==> config.mk <==
export PLATFORM = sky130hd
export DESIGN_NAME = rplc_core
export DESIGN_NICKNAME = d
export VERILOG_FILES = /design/src/pkg/rplc_pkg.sv /design/src/core/rplc_core.sv
export SDC_FILE = /design/constraint.sdc
export NUM_CORES = 1
export LEC_CHECK = 0
export BUFFER_PORTS_ARGS = -buffer_cell sky130_fd_sc_hd__buf_2
export CAP_MARGIN = 30
export CORE_MARGIN = 10
export CORE_UTILIZATION = 26
export CTS_CLUSTER_DIAMETER = 60
export DETAILED_ROUTE_END_ITERATION = 6
export PLACE_DENSITY = 0.56
export SYNTH_ARGS = -nofsm -noshare
export SYNTH_HDL_FRONTEND = slang
export SYNTH_SLANG_ARGS = --single-unit
export TNS_END_PERCENT = 100
==> constraint.sdc <==
create_clock -name mclk -period 4.11 [get_ports mclk]
set_input_delay 0.6165 -clock mclk [delete_from_list [all_inputs] [get_ports mclk]]
set_output_delay 0.6165 -clock mclk [all_outputs]
set_load 0.05 [all_outputs]
==> src/pkg/rplc_pkg.sv <==
// Package of constants and types for the rotor positioning and lifter command handler
package rplc_pkg;
	// ==================================================
	// Command codes
	typedef enum logic [2:0] {
		RPLC_CMD_SETPOS,
		RPLC_CMD_POS,
		RPLC_CMD_RAISE,
		RPLC_CMD_LOWER,
		RPLC_CMD_RCYCLE,
		RPLC_CMD_BCYCLE,
		RPLC_CMD_CLOSE
	} rplc_cmd_e;
	// ==================================================
	// Reply status codes
	localparam logic [1:0] RPLC_ST_OK = 2'h0;
	localparam logic [1:0] RPLC_ST_ERR_LID = 2'h1;
	localparam logic [1:0] RPLC_ST_ERR_SPIN = 2'h2;
	localparam logic [1:0] RPLC_ST_ERR_CMD = 2'h3;
	// ==================================================
	// Widths, reset values, counter limit and unlock position
	localparam int RPLC_POS_W = 8;
	localparam int RPLC_CNT_W = 32;
	localparam logic [31:0] RPLC_CNT_RST = 32'h0000_0000;
	localparam logic [31:0] RPLC_CNT_MAX = 32'hFFFF_FFFF;
	localparam logic [7:0] RPLC_POS_UNLOCK = 8'h00;
endpackage : rplc_pkg

==> src/core/rplc_core.sv <==
// Command handler for rotor positioning, bucket lifter and cycle counters
`timescale 1ns/1ps
module rplc_core (
	// Clock, reset, enable
	input wire logic mclk,
	input wire logic sys_rst,
	input wire logic clk_en,
	// Unit options
	input wire logic has_hatch,
	input wire logic has_lifter,
	input wire logic has_bucket_cnt,
	// Decoded command from the serial front end
	input wire logic cmd_valid,
	input wire rplc_pkg::rplc_cmd_e cmd_code,
	input wire logic [7:0] cmd_arg,
	output logic cmd_ready,
	// Reply to the serial front end
	output logic rsp_valid,
	output logic [1:0] rsp_status,
	output logic [31:0] rsp_data,
	// Mechanism status
	input wire logic lid_closed,
	input wire logic run_active,
	input wire logic rotor_spinning,
	input wire logic run_cycle_done,
	input wire logic lifter_at_bottom,
	input wire logic rotor_at_target,
	input wire logic [7:0] rotor_index,
	input wire logic [31:0] bucket_count,
	// Mechanism requests
	output logic run_stop,
	output logic lock_release,
	output logic rotor_move,
	output logic [7:0] rotor_target,
	output logic hatch_open,
	output logic lid_close,
	output logic lifter_up,
	output logic lifter_down,
	output logic pos_mode
);
	// ==================================================
	// Positioning sequencer states
	typedef enum logic [2:0] {
		RPLC_IDLE,
		RPLC_STOP,
		RPLC_LOWER,
		RPLC_MOVE
	} rplc_state_e;

	rplc_state_e state;
	rplc_state_e next_state;
	logic [7:0] target;
	logic [7:0] next_target;
	logic [31:0] rcount;
	logic [31:0] next_rcount;
	logic next_rsp_valid;
	logic [1:0] next_rsp_status;
	logic [31:0] next_rsp_data;
	logic next_lock_release;
	logic next_lifter_up;
	logic next_lifter_down;
	logic next_lid_close;
	logic next_pos_mode;
	logic busy;

	assign busy = (state != RPLC_IDLE);
	assign cmd_ready = !busy;

	// ==================================================
	// Command decode, positioning sequencer and counters
	always_comb begin
		next_state = state;
		next_target = target;
		next_rcount = rcount;
		next_rsp_valid = 1'b0;
		next_rsp_status = rsp_status;
		next_rsp_data = rsp_data;
		next_lock_release = 1'b0;
		next_lifter_up = 1'b0;
		next_lifter_down = 1'b0;
		next_lid_close = 1'b0;
		next_pos_mode = pos_mode;
		// Counter counts each finished run seen while clk_en is high and wraps naturally
		if (run_cycle_done) begin
			next_rcount = rcount + 32'h0000_0001;
		end
		unique case (state)
			RPLC_IDLE: begin
				if (cmd_valid) begin
					next_rsp_valid = 1'b1;
					next_rsp_status = rplc_pkg::RPLC_ST_OK;
					next_rsp_data = 32'h0000_0000;
					unique case (cmd_code)
						rplc_pkg::RPLC_CMD_SETPOS: begin
							if (!lid_closed) begin
								next_rsp_status = rplc_pkg::RPLC_ST_ERR_LID;
							end else if (cmd_arg == rplc_pkg::RPLC_POS_UNLOCK) begin
								next_lock_release = 1'b1;
							end else begin
								next_target = cmd_arg;
								next_pos_mode = 1'b1;
								next_rsp_valid = 1'b0;
								next_state = run_active ? RPLC_STOP : RPLC_LOWER;
								// One lowering pulse on entry, a held request would restart the travel
								next_lifter_down = has_lifter && !run_active;
							end
						end
						rplc_pkg::RPLC_CMD_POS: begin
							if (pos_mode) begin
								next_rsp_data = {24'h00_0000, rotor_index};
							end else begin
								next_rsp_status = rplc_pkg::RPLC_ST_ERR_CMD;
							end
						end
						rplc_pkg::RPLC_CMD_RAISE: begin
							if (rotor_spinning || run_active) begin
								next_rsp_status = rplc_pkg::RPLC_ST_ERR_SPIN;
							end else begin
								next_lifter_up = 1'b1;
							end
						end
						rplc_pkg::RPLC_CMD_LOWER: next_lifter_down = 1'b1;
						rplc_pkg::RPLC_CMD_RCYCLE: next_rsp_data = rcount;
						rplc_pkg::RPLC_CMD_BCYCLE: begin
							if (has_bucket_cnt) begin
								next_rsp_data = bucket_count;
							end else begin
								next_rsp_status = rplc_pkg::RPLC_ST_ERR_CMD;
							end
						end
						rplc_pkg::RPLC_CMD_CLOSE: next_lid_close = 1'b1;
						default: next_rsp_status = rplc_pkg::RPLC_ST_ERR_CMD;
					endcase
				end
			end
			RPLC_STOP: begin
				// Wait for the run to wind down before lowering
				if (!run_active) begin
					next_state = RPLC_LOWER;
					next_lifter_down = has_lifter;
				end
			end
			RPLC_LOWER: begin
				if (!has_lifter || lifter_at_bottom) begin
					next_state = RPLC_MOVE;
				end
			end
			RPLC_MOVE: begin
				if (rotor_at_target) begin
					next_state = RPLC_IDLE;
					next_rsp_valid = 1'b1;
					next_rsp_status = rplc_pkg::RPLC_ST_OK;
					next_rsp_data = {24'h00_0000, rotor_index};
				end
			end
			default: next_state = RPLC_IDLE;
		endcase
	end

	// Register all state
	always_ff @(posedge mclk or posedge sys_rst) begin
		if (sys_rst) begin
			state <= RPLC_IDLE;
			target <= 8'h00;
			rcount <= rplc_pkg::RPLC_CNT_RST;
			rsp_valid <= 1'b0;
			rsp_status <= 2'h0;
			rsp_data <= 32'h0000_0000;
			lock_release <= 1'b0;
			lifter_up <= 1'b0;
			lifter_down <= 1'b0;
			lid_close <= 1'b0;
			pos_mode <= 1'b0;
		end else if (clk_en) begin
			state <= next_state;
			target <= next_target;
			rcount <= next_rcount;
			rsp_valid <= next_rsp_valid;
			rsp_status <= next_rsp_status;
			rsp_data <= next_rsp_data;
			lock_release <= next_lock_release;
			lifter_up <= next_lifter_up;
			lifter_down <= next_lifter_down;
			lid_close <= next_lid_close;
			pos_mode <= next_pos_mode;
		end
	end

	// Mechanism requests derived from sequencer state
	assign run_stop = (state == RPLC_STOP);
	assign rotor_move = (state == RPLC_MOVE);
	assign rotor_target = target;
	assign hatch_open = has_hatch && busy;
endmodule : rplc_core

==> out/metrics.cfg <==
[pwr]
power_frac_seq_pct=37.0
combPwrFrac_pct=33.8
vdd_drop_max_uv=218
powerDensity_nw_per_um2=549
leakage_nw=2.37
switchingPower_mw=1.10
swShare_pct=39.5
p_clk_share_pct=29.2
p_int_mw=1.69

[synth]
synth_top_flop_cell=dfrtp_1
ys_seq_area_share_pct=50.9
synth_area_um2=4030
postSynthCellCount=385
ys_ff_latch=82
syn_nets=455
synth.distinct_cells=46
synthArstFlopShare_pct=100
yosys_warnings=0
synth-edff-count=0
avgSynthCellArea_um2=10.5

[worst_setup_path]
cp_slowest_stage_delay_ns=0.45
cp.arrival_ns=1.71
worstSetupPathType=reg -> out
worst_setup_path_end_kind=primary output
cp-start-kind=flip-flop
path_cells=inv_1 -> ha_1 -> buf_2
path_max_fanout=11
cp_slowest_cell=ha_1
worstPathRequired_ns=3.49

[floorplanning]
coreArea_um2=15200
io_pins=116
die_x_um=144
die_h_um=144
die_area_um2=20900
initial_core_util_pct=26.5
std_cell_rows=45

[sta]
final.setup.tns_ns=0
tightest_slew_ns=0.957
slew_violations=0
hold_violations=0
slew_headroom_pct=35.7
fmax_mhz=430
rsz0062_at_grt=false
fin_crit_sh_pct=56.5
fin_worst_skew_ns=0.00777
fin_ws_ns=1.79
finalSetupViolCount=0
finalCriticalPeriod_ns=2.32

[cts]
cts_tree=yes
cts_max_level=3
ctsRootBufferMaster=clkbuf_16
insertion_delay_ns=0.34
cts_hold_buf=0
clk_pin_slew_ns=0.06
numClockSinks=82
cts_made_buffers=9
cts_buffer_depth=2
ctsResizeCount=0
post-cts-setup-buffer-count=0

[drt]
via_count=3284
antenna_left=0
postRouteWirelength_um=11700
vias_per_cell=4.82
route.detailed.wl_per_inst_um=17.1
drc=0
first_pass_iters=4
dr.first_iter.drc_count=194

[min_path]
min_path_type=in -> async

[global_route]
grt_pass1_wl_um=19000
antenna_found_initial=0
gr-usage-all-layers_pct=11.7
busiest_layer=met2
grtUsageMet2_pct=17.3
grt_start_max_net_pins=50
grt_pass1_vias=3478
grt_overflow=0
use_met1_pct=15.3
gr-usage-met3_pct=3.80

[finish]
final_cell_mix=buf_2 (115), dfrtp_1 (82), nand2_1 (45)
nets=561
final_area_um2=5080
synthToLayoutAreaGrowth_pct=26.2
final_layout_size_suffix_gt1_share_pct=31.6
layout_commonest_cell=buf_2
diodes=0

[place]
place_area_um2=4790
gp_congestion=0.853
dpl_worst_slack_ns=1.78
io_buffers=115
hpwl_um=8640

[job]
maxCapViolCount=0

[run_status]
outcome=finished, final reports clean

-- layout make-up --
cell class	count	area (um2)
Tap cell	188	235
Fill cell	1585	10100
Multi-Input combinational cell	266	1830
Inverter	13	50.0
Timing Repair Buffer	119	618
Sequential cell	82	2050
Clock inverter	4	52.6
Clock buffer	10	239
-- final timing paths --
check	startpoint	to	slack [ns]	cells after the start
setup / recovery	state[1]	cmd_ready	1.79	3
hold / removal	sys_rst	rsp_data[13]	0.40	2
setup reg to reg	state[1]	rotor_target[1]	1.90	5
hold reg to reg	rsp_data[26]	rsp_data[26]	0.47	2
max in group asynchronous	sys_rst	rsp_data[20]	2.71	3
min in group mclk	rsp_data[26]	rsp_data[26]	0.47	2
-- per-stage QoR --
step                std cells  utilization [%]  hold WS (ns)  total power, mW
floorplan                 385                -         0.445             1.72
global placement          667             31.4         0.459             1.97
detailed placement        668             31.5         0.470             2.00
CTS                       682             33.4         0.450             2.84
global route              682             33.4         0.484             2.94
finish                    682             33.4         0.405             2.79
-- power by group through the flow --
stage	sequential, mW	clock, mW	combinational (mW)
after floorplan	1.31	0	0.409
after detailed placement	1.05	0	0.955
after global placement	1.04	0	0.925
final	1.03	0.815	0.942
after CTS	1.03	0.846	0.957
after global routing	1.05	0.874	1.02
-- routing by layer --
metal  up-vias  part of all wire (%)
met5         -                     0
met4         0                   2.1
met3        14                   6.9
met2        88                    45
met1      1581                    46
li1       1601                     -
-- cells by family (layout without fill, tap and decap cells) --
logic type                 Yosys count  after routing  share of synthesized area, %
buffers and inverters               37            146                          4.10
muxes                               11             11                          3.82
adders and majority gates            6              6                          1.86
DFF                                 82             82                          50.9
AOI/OAI and AO/OA                   94             94                          15.7
and+or+nand+nor                    124            124                          16.8
xor gates and xnor gates            31             31                          6.74
-- sequential cells by signal (all words and copies together), names as in the netlist --
name          cells
lid_close         1
lifter_down       1
lifter_up         1
lock_release      1
pos_mode          1
rcount           32
rotor_target      8
rsp_data         32
rsp_status        2
rsp_valid         1
state             2
-- cell usage after synthesis (3+ instances only) --
library cell	count	area (um2)
a22oi_1	32	240
nand3_1	12	60.1
and3_1	6	37.5
a21oi_1	3	15.0
xnor2_1	27	236
nor2_1	11	41.3
nand2b_1	4	25.0
nor3_1	7	35.0
nand4_1	18	113
buf_2	9	45.0
nor4_1	3	18.8
xor2_1	4	35.0
clkbuf_1	13	48.8
inv_1	13	48.8
nand2_1	45	169
o21ai_0	35	175
mux2_4	8	120
a2bb2oi_1	8	70.1
mux2_2	3	33.8
ha_1	6	75.1
dfrtp_1	82	2050
-- critical path, delay by kind of cell (launching register included) --
family / cells / cell delay, ns
fa+ha+maj: 1 / 0.45
buf+inv: 2 / 0.48
flops: 1 / 0.43
Note: power is estimated with default switching activity, not from simulation.
